--- src/owcd_map.svh ---
// offsets, field positions, reset values and counts of the config decoder
`ifndef OWCD_MAP_SVH
`define OWCD_MAP_SVH
// ****************************************************************
// register byte offsets on the wishbone bus
// ****************************************************************
`define OWCD_OFS_OSC      8'h00
`define OWCD_OFS_WDOG     8'h04
`define OWCD_OFS_CTRL     8'h08
`define OWCD_OFS_KEY      8'h0c
`define OWCD_OFS_STAT     8'h10
// ****************************************************************
// oscillator word fields
// ****************************************************************
`define OWCD_CKSM_LSB     6
`define OWCD_LOCK1_BIT    5
`define OWCD_PLLSRC_BIT   4
`define OWCD_SECONDARY_OSC_BIT     3
`define OWCD_CLOCK_OUT_BIT     2
`define OWCD_PRIMARY_OSC_LSB     0
// ****************************************************************
// watchdog word fields
// ****************************************************************
`define OWCD_WCLK_LSB     13
`define OWCD_WCMX_BIT     11
`define OWCD_WWIN_LSB     8
`define OWCD_WINDOW_DISABLE_BIT   7
`define OWCD_WEN_LSB      5
`define OWCD_WPSA_BIT     4
`define OWCD_WPS_LSB      0
// ****************************************************************
// control register fields, reset values, keys, counts
// ****************************************************************
`define OWCD_CTRL_SWEN    0
`define OWCD_CTRL_LOCK    1
`define OWCD_WORD_RESET   16'hffff
`define OWCD_KEY_FIRST    8'h55
`define OWCD_KEY_SECOND   8'haa
`define OWCD_PRE_LOG2_HI  3'h7
`define OWCD_PRE_LOG2_LO  3'h5
`endif

--- src/owcd_pkg.sv ---
// types of the oscillator and watchdog configuration decoder
package owcd_pkg;
   typedef enum logic [1:0] {
      OWCD_PRIMARY_OSC_EXT  = 2'b00,
      OWCD_PRIMARY_OSC_STD  = 2'b01,
      OWCD_PRIMARY_OSC_HS   = 2'b10,
      OWCD_PRIMARY_OSC_OFF  = 2'b11
   } owcd_primary_osc_mode_type;
   typedef enum logic [1:0] {
      OWCD_WCLK_PCLK = 2'b00,
      OWCD_WCLK_SECONDARY_OSC = 2'b01,
      OWCD_WCLK_FRC  = 2'b10,
      OWCD_WCLK_LOW_POWER_RC_OSC = 2'b11
   } owcd_wdog_clk_type;
   typedef enum logic [1:0] {
      OWCD_WEN_OFF   = 2'b00,
      OWCD_WEN_AWAKE = 2'b01,
      OWCD_WEN_SW    = 2'b10,
      OWCD_WEN_ON    = 2'b11
   } owcd_wen_mode_type;
   typedef enum logic [1:0] {
      OWCD_KEY_IDLE  = 2'b00,
      OWCD_KEY_ONE   = 2'b01,
      OWCD_KEY_ARMED = 2'b10
   } owcd_key_state_type;
   typedef struct packed {
      logic               clk_switch_en;
      logic               fail_safe_en;
      logic               pin_select_lock_once;
      logic               pll_from_primary;
      logic               reference_clock_out_pll_free;
      logic               secondary_crystal;
      logic               clock_out;
      owcd_primary_osc_mode_type primary_osc_mode;
   } owcd_osc_type;
   typedef struct packed {
      owcd_wdog_clk_type  clk_src;
      logic               run;
      logic               window_en;
      logic [2:0]         window_eighths;
      logic [2:0]         prescale_log2;
      logic [3:0]         postscale_log2;
      logic [4:0]         timeout_log2;
   } owcd_wdog_type;
endpackage

--- src/owcd_top.sv ---
// oscillator and watchdog configuration word decoder with wishbone slave
// ****************************************************************
// Overview of operation
// - cksm 1x disables switch and monitor, 01 switch only, 00 both
// - lock-once 1 lets lock set once; 0 set/clear freely, keyed
// - pll source bit 1 feeds primary oscillator, 0 feeds fast rc
// - pll source is decoded and checked whether or not pll drives the system clock
// - secondary mode 1 is crystal, 0 is external digital clock
// - clock out drives only if enabled and primary is off or external
// - primary mode 11 off, 10 high speed, 01 standard, 00 external
// - clock mux 1 uses clock select, 0 forces low-power rc
// - select 10 fast rc if windowed, not on low_power_rc_osc and awake
// - select 00 peripheral clock if not on low_power_rc_osc and awake
// - window width 11 25%, 10 37.5%, 01 50%, 00 75%
// - window disable 1 turns windowing off, 0 turns it on
// - enable 11 always on; 00 disables watchdog and software bit
// - enable 10 hands control to the software enable bit
// - enable 01 runs only while awake; software bit ignored
// - prescaler bit 1 gives 1:128, 0 gives 1:32
// - postscale field gives ratio two to the field value
// ****************************************************************
//
// Implementation choices: the register addresses and register access over Wishbone.
`timescale 1ns/1ps
`include "owcd_map.svh"
module owcd_top
   import owcd_pkg::*;
(
   input  wire logic          mclk,
   input  wire logic          arst_n,
   input  wire logic [15:0]   nvm_osc_word,
   input  wire logic          nvm_osc_prog,
   input  wire logic [15:0]   nvm_wdog_word,
   input  wire logic          nvm_wdog_prog,
   input  wire logic          sys_clk_is_low_power_rc_osc,
   input  wire logic          sys_clk_uses_pll,
   input  wire logic          sleeping,
   input  wire logic          wb_cyc,
   input  wire logic          wb_stb,
   input  wire logic          wb_we,
   input  wire logic [7:0]    wb_adr,
   input  wire logic [3:0]    wb_sel,
   input  wire logic [31:0]   wb_dat_w,
   output logic [31:0]        wb_dat_r,
   output logic               wb_ack,
   output owcd_osc_type       osc_cfg,
   output owcd_wdog_type      wdog_cfg,
   output logic               pin_select_lock,
   output logic               cfg_invalid
);

   // ****************************************************************
   // configuration word capture
   // ****************************************************************
   logic [15:0]        osc_word_q;
   logic [15:0]        wdog_word_q;
   logic               loaded_q;

   // words are caught on the first edge after reset release, so the
   // async reset only ever loads the blank all-ones constant
   always_ff @(posedge mclk or negedge arst_n) begin
      if (!arst_n) begin
         osc_word_q  <= `OWCD_WORD_RESET;
         wdog_word_q <= `OWCD_WORD_RESET;
         loaded_q    <= 1'b0;
      end else if (!loaded_q) begin
         osc_word_q  <= nvm_osc_prog ? nvm_osc_word : `OWCD_WORD_RESET;
         wdog_word_q <= nvm_wdog_prog ? nvm_wdog_word
                                      : `OWCD_WORD_RESET;
         loaded_q    <= 1'b1;
      end
   end

   // ****************************************************************
   // oscillator word fields
   // ****************************************************************
   wire logic [1:0]    cksm_f   = osc_word_q[`OWCD_CKSM_LSB +: 2];
   wire logic          lock1_f  = osc_word_q[`OWCD_LOCK1_BIT];
   wire logic          pllsrc_f = osc_word_q[`OWCD_PLLSRC_BIT];
   wire logic          secondary_osc_f   = osc_word_q[`OWCD_SECONDARY_OSC_BIT];
   wire logic          clock_out_f   = osc_word_q[`OWCD_CLOCK_OUT_BIT];
   wire owcd_primary_osc_mode_type primary_osc_f =
      owcd_primary_osc_mode_type'(osc_word_q[`OWCD_PRIMARY_OSC_LSB +: 2]);

   // ****************************************************************
   // watchdog word fields
   // ****************************************************************
   wire owcd_wdog_clk_type wclk_f =
      owcd_wdog_clk_type'(wdog_word_q[`OWCD_WCLK_LSB +: 2]);
   wire logic          wcmx_f   = wdog_word_q[`OWCD_WCMX_BIT];
   wire logic [1:0]    wwin_f   = wdog_word_q[`OWCD_WWIN_LSB +: 2];
   wire logic          window_disable_f = wdog_word_q[`OWCD_WINDOW_DISABLE_BIT];
   wire owcd_wen_mode_type wen_f =
      owcd_wen_mode_type'(wdog_word_q[`OWCD_WEN_LSB +: 2]);
   wire logic          wpsa_f   = wdog_word_q[`OWCD_WPSA_BIT];
   wire logic [3:0]    wps_f    = wdog_word_q[`OWCD_WPS_LSB +: 4];

   // ****************************************************************
   // wishbone decode
   // ****************************************************************
   wire logic          req      = wb_cyc & wb_stb & ~wb_ack;
   wire logic          wr_req   = req & wb_we;
   wire logic [7:0]    word_adr = {wb_adr[7:2], 2'b00};
   wire logic          hit_osc  = word_adr == `OWCD_OFS_OSC;
   wire logic          hit_wdog = word_adr == `OWCD_OFS_WDOG;
   wire logic          hit_ctrl = word_adr == `OWCD_OFS_CTRL;
   wire logic          hit_key  = word_adr == `OWCD_OFS_KEY;
   wire logic          hit_stat = word_adr == `OWCD_OFS_STAT;
   // only byte lane 0 carries writable bits
   wire logic          wr_ctrl  = wr_req & hit_ctrl & wb_sel[0];
   wire logic          wr_key   = wr_req & hit_key & wb_sel[0];
   wire logic [7:0]    wbyte    = wb_dat_w[7:0];

   // ****************************************************************
   // unlock sequence
   // ****************************************************************
   owcd_key_state_type key_q;
   owcd_key_state_type key_d;

   // two key writes in order arm one control write; any other key
   // value restarts, and the control write itself consumes the arm
   always_comb begin
      key_d = key_q;
      if (wr_key) begin
         if (wbyte == `OWCD_KEY_FIRST) begin
            key_d = OWCD_KEY_ONE;
         end else if (key_q == OWCD_KEY_ONE &&
                      wbyte == `OWCD_KEY_SECOND) begin
            key_d = OWCD_KEY_ARMED;
         end else begin
            key_d = OWCD_KEY_IDLE;
         end
      end else if (wr_ctrl) begin
         key_d = OWCD_KEY_IDLE;
      end
   end

   wire logic          armed    = key_q == OWCD_KEY_ARMED;

   // ****************************************************************
   // pin-select lock and software watchdog enable
   // ****************************************************************
   logic               lock_q;
   logic               lock_d;
   logic               used_q;
   logic               swen_q;
   logic               swen_d;
   wire logic          lock_wr  = wr_ctrl & armed;
   wire logic          lock_val = wbyte[`OWCD_CTRL_LOCK];

   // a set under lock-once is final until reset; clearing needs the
   // key and a free lock policy
   always_comb begin
      lock_d = lock_q;
      if (lock_wr && lock_val && !(lock1_f && used_q)) begin
         lock_d = 1'b1;
      end else if (lock_wr && !lock_val && !lock1_f) begin
         lock_d = 1'b0;
      end
   end

   // with the watchdog disabled by configuration the software bit is
   // held at zero and cannot be set
   always_comb begin
      swen_d = swen_q;
      if (wr_ctrl) begin
         swen_d = wbyte[`OWCD_CTRL_SWEN];
      end
      if (wen_f == OWCD_WEN_OFF) begin
         swen_d = 1'b0;
      end
   end

   // ****************************************************************
   // oscillator decode
   // ****************************************************************
   owcd_osc_type       osc_d;
   wire logic          primary_osc_gone = primary_osc_f == OWCD_PRIMARY_OSC_OFF;
   wire logic          primary_osc_ext  = primary_osc_f == OWCD_PRIMARY_OSC_EXT;

   always_comb begin
      osc_d.clk_switch_en        = ~cksm_f[1];
      osc_d.fail_safe_en         = cksm_f == 2'b00;
      osc_d.pin_select_lock_once = lock1_f;
      osc_d.pll_from_primary     = pllsrc_f;
      osc_d.reference_clock_out_pll_free        = ~sys_clk_uses_pll;
      osc_d.secondary_crystal    = secondary_osc_f;
      osc_d.clock_out            = clock_out_f & (primary_osc_gone | primary_osc_ext);
      osc_d.primary_osc_mode     = primary_osc_f;
   end

   // flags the one combination that software must never program,
   // primary oscillator as pll source with that oscillator absent
   wire logic          invalid_d = pllsrc_f & primary_osc_gone;

   // ****************************************************************
   // watchdog clock selection
   // ****************************************************************
   owcd_wdog_clk_type  wclk_d;
   wire logic          awake_ok  = ~sys_clk_is_low_power_rc_osc & ~sleeping;

   // every fallback lands on the low-power rc, which like the secondary
   // oscillator survives sleep and a system clock already running from it
   always_comb begin
      wclk_d = OWCD_WCLK_LOW_POWER_RC_OSC;
      if (wcmx_f) begin
         case (wclk_f)
            OWCD_WCLK_LOW_POWER_RC_OSC: wclk_d = OWCD_WCLK_LOW_POWER_RC_OSC;
            OWCD_WCLK_SECONDARY_OSC: wclk_d = OWCD_WCLK_SECONDARY_OSC;
            OWCD_WCLK_FRC: begin
               if (!window_disable_f && awake_ok) begin
                  wclk_d = OWCD_WCLK_FRC;
               end
            end
            OWCD_WCLK_PCLK: begin
               if (awake_ok) begin
                  wclk_d = OWCD_WCLK_PCLK;
               end
            end
            default: wclk_d = OWCD_WCLK_LOW_POWER_RC_OSC;
         endcase
      end
   end

   // ****************************************************************
   // watchdog enable, window and timeout
   // ****************************************************************
   logic               run_d;
   logic [2:0]         win_d;

   always_comb begin
      case (wen_f)
         OWCD_WEN_ON:    run_d = 1'b1;
         OWCD_WEN_SW:    run_d = swen_q;
         OWCD_WEN_AWAKE: run_d = ~sleeping;
         OWCD_WEN_OFF:   run_d = 1'b0;
         default:        run_d = 1'b0;
      endcase
   end

   // window share expressed in eighths of the period
   always_comb begin
      case (wwin_f)
         2'b11:   win_d = 3'h2;
         2'b10:   win_d = 3'h3;
         2'b01:   win_d = 3'h4;
         default: win_d = 3'h6;
      endcase
   end

   owcd_wdog_type      wdog_d;
   wire logic [2:0]    pre_log2 = wpsa_f ? `OWCD_PRE_LOG2_HI
                                         : `OWCD_PRE_LOG2_LO;

   // ratios are powers of two, so the product is a sum of exponents;
   // the counter itself lives in the watchdog, not here
   always_comb begin
      wdog_d.clk_src        = wclk_d;
      wdog_d.run            = run_d;
      wdog_d.window_en      = ~window_disable_f;
      wdog_d.window_eighths = win_d;
      wdog_d.prescale_log2  = pre_log2;
      wdog_d.postscale_log2 = wps_f;
      wdog_d.timeout_log2   = {2'b00, pre_log2} + {1'b0, wps_f};
   end

   // ****************************************************************
   // read data
   // ****************************************************************
   logic [31:0]        rdat_d;
   wire logic [31:0]   stat_w = {25'h0000000, loaded_q, armed,
                                 cfg_invalid, pin_select_lock,
                                 wdog_cfg.run, wdog_cfg.clk_src};

   // unmapped addresses still answer, with zero data
   always_comb begin
      if (hit_osc) begin
         rdat_d = {16'h0000, osc_word_q};
      end else if (hit_wdog) begin
         rdat_d = {16'h0000, wdog_word_q};
      end else if (hit_ctrl) begin
         rdat_d = {30'h00000000, lock_q, swen_q};
      end else if (hit_stat) begin
         rdat_d = stat_w;
      end else begin
         rdat_d = 32'h00000000;
      end
   end

   // ****************************************************************
   // state registers
   // ****************************************************************
   always_ff @(posedge mclk or negedge arst_n) begin
      if (!arst_n) begin
         key_q  <= OWCD_KEY_IDLE;
         lock_q <= 1'b0;
         used_q <= 1'b0;
         swen_q <= 1'b0;
      end else begin
         key_q  <= key_d;
         lock_q <= lock_d;
         used_q <= used_q | (lock_d & ~lock_q);
         swen_q <= swen_d;
      end
   end

   // decoded outputs are registered to keep config paths short
   always_ff @(posedge mclk or negedge arst_n) begin
      if (!arst_n) begin
         osc_cfg         <= '0;
         wdog_cfg        <= '0;
         cfg_invalid     <= 1'b0;
         pin_select_lock <= 1'b0;
      end else begin
         osc_cfg         <= osc_d;
         wdog_cfg        <= wdog_d;
         cfg_invalid     <= invalid_d;
         pin_select_lock <= lock_q;
      end
   end

   // one answer per request, ack registered one edge after it; ack drops the cycle after
   always_ff @(posedge mclk or negedge arst_n) begin
      if (!arst_n) begin
         wb_ack   <= 1'b0;
         wb_dat_r <= 32'h00000000;
      end else begin
         wb_ack   <= req;
         wb_dat_r <= req ? rdat_d : 32'h00000000;
      end
   end

endmodule

--- config.mk ---
export PLATFORM = sky130hd
export DESIGN_NAME = owcd_top
export DESIGN_NICKNAME = d
export VERILOG_FILES = /design/src/owcd_pkg.sv /design/src/owcd_top.sv
export VERILOG_INCLUDE_DIRS = /design/src
export SDC_FILE = /design/constraint.sdc
export NUM_CORES = 1
export LEC_CHECK = 0
export BUFFER_PORTS_ARGS = -buffer_cell sky130_fd_sc_hd__buf_2
export CAP_MARGIN = 10
export CORE_MARGIN = 3
export CORE_UTILIZATION = 50
export CTS_CLUSTER_DIAMETER = 200
export DETAILED_ROUTE_END_ITERATION = 8
export GPL_ROUTABILITY_DRIVEN = 0
export MAX_ROUTING_LAYER = met4
export PLACE_DENSITY = 0.88
export REMOVE_ABC_BUFFERS = 1
export SETUP_SLACK_MARGIN = 0.4
export SLEW_MARGIN = 5
export SYNTH_ARGS = -nofsm -noshare
export SYNTH_HDL_FRONTEND = slang
export SYNTH_SLANG_ARGS = --single-unit
--- constraint.sdc ---
create_clock -name mclk -period 3.6 [get_ports mclk]
set_input_delay 0.18 -clock mclk [delete_from_list [all_inputs] [get_ports mclk]]
set_output_delay 0.18 -clock mclk [all_outputs]
set_load 0.03 [all_outputs]
# Word level (Yosys, flattened, before mapping)
# Index checks and enable logic that the tools add are counted.
[classes]
shift = 0
n_reduce_logical = 18
div_mod_pow = 0
multipliers = 0
eq_ne = 18
bitwise = 21
muxes = 22
n_addsub = 1
n_lt_le_gt_ge = 0
[ops]
columns = ["operator", "count"]
rows = [
  ["two-way mux 16 bit", 4],
  ["two-way mux 32 bit", 1],
  ["== test 2 bit, second input constant", 8],
  ["two-way mux 2 bit", 7],
  ["two-way mux 7 bit", 2],
  ["AND 1 bit", 12],
  ["== test 6 x 2 -> 1 bit, second input constant", 2],
  ["case mux 3 bit (3 select lines)", 1],
  ["== test 2 x 1 -> 1 bit, second input constant", 4],
  ["== test 8 x 7 -> 1 bit, second input constant", 1],
  ["== test 8 bit, second input constant", 1],
  ["zero test 2 bit", 4],
  ["zero test 8 bit", 1],
  ["case mux 2 bit (4 select lines)", 1],
  ["logical AND 1 bit", 7],
  ["NOT 1 bit", 7],
  ["== test 6 x 1 -> 1 bit, second input constant", 1],
  ["== test 6 x 3 -> 1 bit, second input constant", 1],
  ["adder 3 x 4 -> 5 bit", 1],
  ["two-way mux 1 bit", 5],
  ["zero test 1 bit", 4],
  ["case mux 1 bit (4 select lines)", 1],
  ["nonzero test 2 bit", 2],
  ["OR 1 bit", 2],
]
[totals]
wordCells = 106
mem_bits_rw = 0
rom_bits = 0
register_bits = 101
latchBits = 0
n_memories = 0

# Depth between registers and ports, before layout
# Gate-level depths: netlist of the first run.
[depth]
ltp_word = 12
mapped_depth = 5

# Worst setup path after synthesis of the first run
# Ideal clock, no wire load.
[synth_timing]
kind = "reg2reg"
start = "register wb_ack"
end = "register key_q[0]"
t_arrival_ns = 1.528
required_ns = 3.475
stages_incl_launch_ff = 4
synth_period_minus_slack_ns = 1.652
path_slack_ns = 1.948
n_path_buf = 0
setup_time_ns = 0.125
cell_sequence = "dfrtp_1 nand3b_1 nor3_1 mux2_2"
[synth_between]
elab_chain_len = 6
elab_cells_between_ends = 9
classes_between = "1 x mux; 7 x bitwise; 1 x reduce/logical"
[synth_lines]
columns = ["element", "line", "rtl"]
rows = [
  ["start: declaration", "owcd_top.sv:45", "output logic wb_ack,"],
  ["start signal: assignment", "owcd_top.sv:328", "wb_ack <= req;"],
  ["NOT 1 bit (*)", "owcd_top.sv:101", "wire logic req = wb_cyc & wb_stb & ~wb_ack;"],
  ["AND 1 bit (*)", "owcd_top.sv:101", ""],
  ["AND 1 bit (*)", "owcd_top.sv:102", "wire logic wr_req = req & wb_we;"],
  ["AND 1 bit, on equally long branches (2 in a row)", "owcd_top.sv:111, owcd_top.sv:110", ""],
  ["two-way mux 2 bit / nonzero test 2 bit (equally long branches)", "n/a", ""],
  ["end signal: assignment", "owcd_top.sv:300", "key_q <= key_d;"],
  ["end: declaration", "owcd_top.sv:117", "owcd_key_state_type key_q;"],
]
# Every way passes the cells marked *; elsewhere a longest branch is shown, timed or not.
# A chain may end at the register's enable or synchronous reset.

# Final worst setup path of the first run
[layout_timing]
start = "register wdog_cfg[9] in the netlist's numbering"
end = "output port wdog_cfg[9] in the netlist's numbering"
[layout_rtl]
columns = ["element", "line", "rtl"]
rows = [
  ["start: declaration", "owcd_top.sv:47", "output owcd_wdog_type wdog_cfg,"],
  ["start signal: assignment", "owcd_top.sv:316", "wdog_cfg <= wdog_d;"],
]
# No word-level cell between the ends.

==> results.toml, run 1 <==
[outcome]
outcome = "complete, but fails checks"
violations = "negative hold slack"

[worst_setup_path]
worstReg2RegStart = "wb_ack"
worstPathRequired_ns = 3.42
cp.arrival_ns = 1.63
r2r_cells = 3
critPathKind = "reg -> out"
end_kind = "primary output"
crit_slowest_cell = "dfrtp_1"
crit_chain = "buf_4, buf_2"
crit_buf_inv = 2
startpoint_type = "flip-flop"
path_max_fanout = 22
worst_r2r_endpoint = "key_q[0]"
crit_start = "wdog_cfg[9]"
crit_path_max_incr_delay_ns = 0.68
reg2reg_slack_ns = 1.88
critical-path-top-delay-family = "flip-flops"

[routing]
drc_errors = 0
dr_total_vias = 2525
drt-total-wl_mm = 7.19
ant_nets = 0
via_per_inst = 5.16
drt_iter0_markers = 76
firstDrtPassIters = 4
wire_per_inst_um = 14.7

[logic_synthesis]
netlist_top_cells_area = "dfrtp_1 (37%), dfstp_2 (25%), a21oi_1 (5.1%)"
synth_area_per_cell_um2 = 11.2
synth_top_area_share_pct = 37.4
yosysTopAreaCell = "dfrtp_1"
netlist_area_um2 = 3420
yosys_register_bits = 83
synth.distinct_cells = 43
synth_warnings = 0
synthCells = 304
yosysSeqAreaShare_pct = 62.0

[sta]
slew_viol_final = 0
finalSetupViolations = 0
timing_hold_violations_final = 14
worst_pin_slew_ns = 0.990
fin_setup_tns_ns = 0
relSlewSlack_pct = 34.0
fin_crit_ns = 1.81
hold_ws_ns = -0.00358
skew_ns = 0.00629
fin_crit_sh_pct = 50.2
grt_setup_unrepaired = "no"
maxClockFrequency_mhz = 553

[placement]
place_area_um2 = 3900
port_buffers = 103
dpl.hpwl_mm = 5.25

[cts]
cts.clk_slew.worst_paths_ns = 0.08
cts_resized = 0
tritoncts = "yes"
ctsHoldBuffers = 3
cts_max_level = 3
numCtsBuffers = 9
root_buffer = "clkbuf_8"
clk_latency_ns = 0.34
cts_setup_buffers = 0
cts_buffer_depth = 2
cts_sinks = 83

[grt]
grt-ovfl-total = 0
grt_max_degree = 84
track_usage_pct = 19.9
grt_pass1_wl_mm = 11.4
antenna_found_initial = 0
grt_pass1_vias = 2499

[final_layout]
final_layout_size_suffix_gt1_share_pct = 40.0
final_cell_mix = "buf_2 (102), dfrtp_1 (51), nor2_1 (37)"
finalInstanceArea_um2 = 4100
n_antenna_cell = 0
nets = 496
fin_util_pct = 63.2
area_delta_synth_final_pct = 20.1
layout_commonest_cell = "buf_2"

[pwr]
leakagePower_nw = 2.10
peakVddDrop_uv = 240
pwr_density_cell_nw_per_um2 = 461

[floorplan]
dieArea_um2 = 7860
start_util_pct = 52.6
coreArea_um2 = 6490
num_io_pins = 149
rows = 29
die_y_um = 88.7
die_x_um = 88.7

[worst_hold_path]
hp-class = "in -> async"

[flow_run]
maxCapViolCount = 0
## layout make-up
type	count	area (um^2)
clock buffer	12	145
tap	77	96.3
fill	528	2390
multi-input combinational	171	1030
sequential	83	2120
timing repair buffer	107	556
inverter	35	131
clock inverter	4	26.3
## how the worst max path moves through the flow
stage	end	slack, ns	depth (start not counted)
finish	wdog_cfg[9]	1.79	2
CTS	wdog_cfg[11]	1.75	2
global route	wdog_cfg[9]	1.66	2
global placement	wb_dat_r[2]	1.76	4
floorplan	osc_word_q[10]	1.72	3
detailed placement	wb_dat_r[1]	1.74	4
## sequential cells by signal (all words and copies together), names as in the netlist, 2 cells and up
| name | cells |
|---|---|
| wdog_word_q | 16 |
| osc_cfg | 9 |
| osc_word_q | 16 |
| wdog_cfg | 18 |
| key_q | 2 |
| wb_dat_r | 16 |
## cells in the mapped netlist (all sizes together)
| master | number |
|---|---|
| dfrtp | 51 |
| nor2 | 37 |
| a21oi | 35 |
| inv | 34 |
| dfstp | 32 |
| buf | 22 |
| nor3 | 14 |
| a22o | 9 |
| clkbuf | 8 |
| nand2b | 7 |
| o221a | 7 |
| nor2b | 6 |
| nor4 | 4 |
| nand2 | 3 |
| o21ai | 3 |
| or4 | 3 |
| a211oi | 2 |
| a221oi | 2 |
| and2 | 2 |
| conb | 2 |
| ha | 2 |
| mux2 | 2 |
| nand3b | 2 |
| or4b | 2 |
| or4bb | 2 |
| clkinv | 1 |
| fa | 1 |
| mux2i | 1 |
| nand3 | 1 |
| nand4 | 1 |
| nand4b | 1 |
| o21bai | 1 |
| o22ai | 1 |
| or3 | 1 |
| xnor2 | 1 |
| xor2 | 1 |
## logic make-up (layout without fill, tap and decap cells)
kind of cell               after synthesis  count (layout)  synth area share, %
AOI/OAI and AO/OA                       60              60                 11.5
and+or+nand+nor                         86              86                 14.0
xor gates and xnor gates                 2               2                0.513
other                                    2              17                0.220
muxes                                    3               3                0.952
DFF                                     83              83                 62.0
adders and majority gates                3               3                 1.32
buffers and inverters                   65             158                 9.45
## per-stage QoR
step / total power [W] / setup slack (ns) / std cells
4_1_cts: 0.00192 / 1.75 / 489
5_1_grt: 0.00198 / 1.66 / 489
2_1_floorplan: 0.00121 / 1.72 / 289
3_3_place_gp: 0.00132 / 1.76 / 470
6_report: 0.00189 / 1.79 / 489
3_5_place_dp: 0.00133 / 1.74 / 470
## where the power goes
part | switching (W) | leakage (nW) | internal (W)
clock network | 0.000310 | 0.0863 | 0.000269
registers | 0.0000355 | 0.957 | 0.00101
logic | 0.000185 | 1.06 | 0.0000787
## layer usage
metal | share of wire, % | GRT usage [%] | vias to the layer above
met5 | 0 | - | -
met4 | 1.5 | 8.24 | 0
met3 | 6.1 | 3.82 | 11
met2 | 52 | 35.1 | 94
met1 | 40 | 22.0 | 1231
li1 | - | - | 1189
(Power assumes the default switching activity.)
==> inputs of run 2 (changes only) <==
--- a/config.mk
+++ b/config.mk
@@ -9,12 +9,12 @@
 export BUFFER_PORTS_ARGS = -buffer_cell sky130_fd_sc_hd__buf_2
 export CAP_MARGIN = 10
 export CORE_MARGIN = 3
-export CORE_UTILIZATION = 50
+export CORE_UTILIZATION = 43
 export CTS_CLUSTER_DIAMETER = 200
 export DETAILED_ROUTE_END_ITERATION = 8
 export GPL_ROUTABILITY_DRIVEN = 0
 export MAX_ROUTING_LAYER = met4
-export PLACE_DENSITY = 0.88
+export PLACE_DENSITY = 0.8
 export REMOVE_ABC_BUFFERS = 1
 export SETUP_SLACK_MARGIN = 0.4
 export SLEW_MARGIN = 5
==> constraint.sdc (replaced) <==
create_clock -name mclk -period 1.55 [get_ports mclk]
set_input_delay 0.0775 -clock mclk [delete_from_list [all_inputs] [get_ports mclk]]
set_output_delay 0.0775 -clock mclk [all_outputs]
set_load 0.03 [all_outputs]
==> results.toml, run 2 (synthesized netlist as in run 1, its figures left out) <==
[outcome]
outcome = "complete, no violations"

[sta]
skew_ns = 0.0119
fin_crit_sh_pct = 95.9
maxClockFrequency_mhz = 672
hold_ws_ns = 0.0419
timing_hold_violations_final = 0
grt_setup_unrepaired = "yes"
fin_crit_ns = 1.49
slew_viol_final = 0
finalSetupViolations = 0

[worst_setup_path]
crit_buf_inv = 0
critical-path-top-delay-family = "simple AND/OR/NAND/NOR gates"
crit_slowest_cell = "or4bb_1"
crit_path_max_incr_delay_ns = 0.47
cp.arrival_ns = 1.75
crit_chain = "or4bb_1, or4_4, o21bai_1"
end_kind = "flip-flop"
worstPathRequired_ns = 1.82
startpoint_type = "flip-flop"
path_max_fanout = 2
critPathKind = "reg -> reg"

[final_layout]
nFillCells = 551
largest_reg_flops = 18
area_delta_synth_final_pct = 52.4
nets = 567
largest_register = "wdog_cfg"
fin_util_pct = 69.5
final_cell_mix = "buf_2 (100), dfrtp_1 (50), dlygate4sd3_1 (38)"
n_antenna_cell = 0
final_layout_size_suffix_gt1_share_pct = 52.8
layout_commonest_cell = "buf_2"

[floorplan]
dieArea_um2 = 9050
die_x_um = 95.1
die_y_um = 95.1
coreArea_um2 = 7490
start_util_pct = 45.6
num_io_pins = 149
rows = 31

[pwr]
leakagePower_nw = 2.53
power.total_w = 0.00472
pwr_density_cell_nw_per_um2 = 907
peakVddDrop_uv = 490

[routing]
drt_iter0_markers = 61
dr_wl_met2_mm = 4.88
dr_total_vias = 2797
top_layer = "met4"
met3_length_um = 413
ant_nets = 0
firstDrtPassIters = 4
met1Wirelength_mm = 3.79
drt-total-wl_mm = 9.20
via_per_inst = 4.81
wire_per_inst_um = 15.8
drc_errors = 0

[cts]
clk_latency_ns = 0.35
cts_buffer_depth = 2
cts_sinks = 83
tritoncts = "yes"
cts.clk_slew.worst_paths_ns = 0.08
numCtsBuffers = 9
cts_max_level = 3
root_buffer = "clkbuf_8"

[placement]
port_buffers = 103
dpl.hpwl_mm = 5.63

[grt]
track_usage_pct = 21.1
grt_pass1_wl_mm = 14.0
antenna_found_initial = 0
grt-ovfl-total = 0
grt_pass1_vias = 3000
grt_max_degree = 44

[worst_hold_path]
hp-class = "in -> reg"

[flow_run]
maxCapViolCount = 0
[run 2: cell types whose count changed in the layout (fill, tap and decap cells not counted), moves of 7 or more]
cell           before  now
nor2_1             37   24
a21oi_2             0   16
dlygate4sd3_1       3   38
a21oi_1            35   18
nor2_2              0    7
buf_4               2   26
[run 2: worst min-delay path, cell delays in order]
cell	delay [ns]
buf_2	0.11
o21ai_0	0.07
mux2i_1	0.08
[run 2: area by class of cell]
cell class / instances / area [um^2] / share of cell area, %
Timing Repair Buffer: 177 / 1270 / 24.5
Tap cell: 99 / 124 / 2.38
Multi-Input combinational cell: 172 / 1370 / 26.3
Inverter: 35 / 139 / 2.67
Clock inverter: 4 / 25.0 / 0.481
Clock buffer: 12 / 155 / 2.98
Sequential cell: 83 / 2120 / 40.7
[run 2: timing repair]
| item | in CTS | in global routing |
|---|---|---|
| gates cloned | 2 | 1 |
| hold endpoints to repair | 91 | 1 |
| pin swaps | 11 | 7 |
| setup buffers | 15 | 5 |
| setup endpoints to repair | 56 | 52 |
| hold buffers | 37 | 1 |
| resized for setup | 50 | 51 |
[run 2: path summary, 6_finish.rpt]
kind	start	endpoint	slack (ns)	depth (start not counted)
worst max-delay path	key_q[0]	used_q	0.06	3
worst min-delay path	wb_dat_w[0]	swen_q	0.04	3
worst max register to register	key_q[0]	used_q	0.06	3
worst min register to register	wdog_word_q[3]	wdog_cfg[8]	0.42	0
max in group asynchronous	arst_n	osc_word_q[14]	0.77	3
min in group asynchronous	arst_n	osc_cfg[4]	0.15	2
[run 2: where the power goes]
group / internal [W] / total, W / switching [W]
registers: 0.00235 / 0.00243 / 0.0000819
logic: 0.000345 / 0.000879 / 0.000535
clock network: 0.000665 / 0.00140 / 0.000740
[run 2: metrics by stage]
step                      cell area [um^2]  setup slack, ns  cells  TNS [ns]
after CTS                             4950           0.0573    575         0
after floorplan                       3280           -0.327    289    -10.30
after global placement                4050          -0.0346    505    -0.238
after global routing                  5200           0.0120    582         0
after detailed placement              4050          -0.0669    505    -0.447
final                                 5200           0.0630    582         0
[run 2: metal layers]
| metal | vias up | global-route usage (%) |
|---|---|---|
| met3 | 11 | 3.55 |
| met4 | 0 | 7.69 |
| met5 | - | - |
| met1 | 1363 | 24.0 |
| li1 | 1336 | - |
| met2 | 87 | 37.1 |
==> inputs of run 3 (changes only) <==
--- a/config.mk
+++ b/config.mk
@@ -6,6 +6,7 @@
 export SDC_FILE = /design/constraint.sdc
 export NUM_CORES = 1
 export LEC_CHECK = 0
+export ABC_AREA = 1
 export BUFFER_PORTS_ARGS = -buffer_cell sky130_fd_sc_hd__buf_2
 export CAP_MARGIN = 10
 export CORE_MARGIN = 3
==> results.toml, run 3 <==
[worst_setup_path]
crit_path_max_incr_delay_ns = 0.56
path_max_fanout = 2
critical-path-top-delay-family = "adder cells"
crit_buf_inv = 2
worst_r2r_endpoint = "wdog_cfg[1]"
reg2reg_slack_ns = 0.27
worstReg2RegStart = "wdog_word_q[0]"
crit_top_cell = "inv_2"
cp.arrival_ns = 1.53
crit_chain = "inv_2, fa_2, inv_2"
r2r_cells = 3
crit_slowest_cell = "fa_2"
critPathKind = "reg -> reg"
end_kind = "flip-flop"
startpoint_type = "flip-flop"
worstPathRequired_ns = 1.80

[logic_synthesis]
yosysSeqAreaShare_pct = 59.7
yosys_register_bits = 83
synthCells = 376
yosysMostFrequentCell = "nand2_1"
yosysTopAreaCell = "dfrtp_1"
netlist_top_cells_area = "dfrtp_1 (36%), dfstp_2 (24%), nand2_1 (6.4%)"
synth.distinct_cells = 27
synth_top_area_share_pct = 36.0
async_reset_ff_share_pct = 100
synth_common_cells = "nand2_1 (60), dfrtp_1 (51), inv_1 (42)"
netlist_area_um2 = 3550
synth_warnings = 0
synth_area_per_cell_um2 = 9.43
synth_edf_count = 0
synthFlopType = "dfrtp_1"

[routing]
firstDrtPassIters = 4
wire_per_inst_um = 14.8
drt_iter0_markers = 158
ant_nets = 0
drc_errors = 0
drt-total-wl_mm = 9.45
dr_total_vias = 3146
via_per_inst = 4.92

[placement]
port_buffers = 103
dpl.hpwl_mm = 5.85
place_area_um2 = 4120
pre_cts_ws_ns = 0.181

[worst_hold_path]
holdPathStages = 3
hold_path_end = "wdog_word_q[15]"
hp-start = "nvm_wdog_word[15]"
hp-class = "in -> reg"

[final_layout]
final_cell_mix = "buf_2 (99), nand2_1 (58), dfrtp_1 (49)"
layout_commonest_cell = "buf_2"
fin_util_pct = 65.5
nFillCells = 616
multi_input_area_um2 = 1320
area_delta_synth_final_pct = 44.9
n_antenna_cell = 0
finalInstanceArea_um2 = 5140
largest_register = "wdog_cfg"
regArea_um2 = 2120
largest_reg_flops = 18
nets = 621
final_layout_size_suffix_gt1_share_pct = 42.6

[floorplan]
num_io_pins = 149
die_y_um = 96.8
coreArea_um2 = 7850
rows = 32
dieArea_um2 = 9370
die_x_um = 96.8
start_util_pct = 45.2

[sta]
worst_pin_slew_ns = 0.743
hold_ws_ns = -0.00954
fin_setup_tns_ns = 0
skew_ns = 0.00799
slew_viol_final = 0
maxClockFrequency_mhz = 783
timing_hold_violations_final = 1
finalSetupViolations = 0
relSlewSlack_pct = 50.4
fin_crit_ns = 1.28
fin_crit_sh_pct = 82.4
setup_slack_ns = 0.272
grt_setup_unrepaired = "yes"

[cts]
root_buffer = "clkbuf_8"
cts_buffer_depth = 2
cts.clk_slew.worst_paths_ns = 0.08
cts_max_level = 3
numCtsBuffers = 9
tritoncts = "yes"
cts_sinks = 83
clk_latency_ns = 0.34

[grt]
track_usage_pct = 20.0
grt_pass1_wl_mm = 14.8
grt-ovfl-total = 0
antenna_found_initial = 0
grt_max_degree = 58
grt_pass1_vias = 3184

[pwr]
leakagePower_nw = 2.58
power.total_w = 0.00504
peakVddDrop_uv = 569
pwr_density_cell_nw_per_um2 = 982

[outcome]
violations = "negative hold slack"
outcome = "complete, but fails checks"

[flow_run]
maxCapViolCount = 0
==> run 3: changes by cell type in the layout (fill, tap and decap cells not counted), moves of 8 or more <==
cell and change:
a21oi_1 +9, nand3_1 +12, nand2_1 +55, buf_4 -8
nor2_1 +11, o21ai_2 +9, a21oi_2 -11, nand4_1 +13
dlygate4sd3_1 -9, a22o_1 -9
==> run 3: repair_timing <==
item                                    4_1_cts  5_1_grt
gates resized for setup                      13       62
endpoints found under the hold margin        54        0
buffers inserted                             11        8
endpoints found under the setup margin       11       37
gates cloned                                  2        2
hold buffers                                 29        0
pin swaps                                     5       11
==> run 3: where the power goes <==
| group | switching [W] | internal [W] | total (W) |
|---|---|---|---|
| Combinational | 0.000539 | 0.000339 | 0.000878 |
| Sequential | 0.0000815 | 0.00236 | 0.00244 |
| Clock | 0.000775 | 0.000951 | 0.00173 |
==> run 3: cell families after synthesis <==
group,count (synthesis),synth area share [%]
flip-flops,83,59.7
buffers and inverters,74,10.2
XOR/XNOR,2,0.494
AO/OA/AOI/OAI,55,7.94
AND/OR/NAND/NOR,157,20.1
other,2,0.212
adder cells (fa/ha/maj),3,1.27
==> run 3: worst max-delay path by stage <==
| stage | from | endpoint | slack (ns) | cells after the start |
|---|---|---|---|---|
| floorplan | wdog_cfg[9] | wb_dat_r[6] | -0.46 | 4 |
| global placement | wdog_word_q[0] | wdog_cfg[2] | 0.20 | 3 |
| detailed placement | wdog_word_q[0] | wdog_cfg[2] | 0.18 | 3 |
| CTS | wdog_word_q[4] | wdog_cfg[1] | 0.28 | 3 |
| global route | wdog_word_q[4] | wdog_cfg[3] | 0.24 | 5 |
| finish | wdog_word_q[0] | wdog_cfg[1] | 0.27 | 3 |
==> run 3: metrics by stage <==
stage,hold WS (ns),cells
floorplan,-0.218,360
global placement,0.00436,571
detailed placement,0.00171,571
CTS,0.00224,629
global route,0.000214,639
finish,-0.00954,639
==> run 3: routing by layer <==
| metal | vias up | share of wire [%] | GRT usage, % |
|---|---|---|---|
| met5 | - | 0 | - |
| met4 | 0 | 1.8 | 7.02 |
| met3 | 19 | 6.7 | 4.11 |
| met2 | 135 | 51 | 33.2 |
| met1 | 1499 | 41 | 24.4 |
| li1 | 1493 | - | - |
==> run 3: final cells by class <==
type	count	area share [%]
Tap cell	102	2.48
Clock buffer	10	2.68
Timing Repair Buffer	161	23.1
Clock inverter	6	1.73
Sequential cell	83	41.3
Inverter	43	3.14
Multi-Input combinational cell	234	25.6
==> run 3: worst min-delay path: cells and delay by family <==
| kind | cells | cell delay (ns) |
|---|---|---|
| buffers and inverters | 1 | 0.08 |
| and+or+nand+nor | 1 | 0.05 |
| AOI/OAI and AO/OA | 1 | 0.10 |
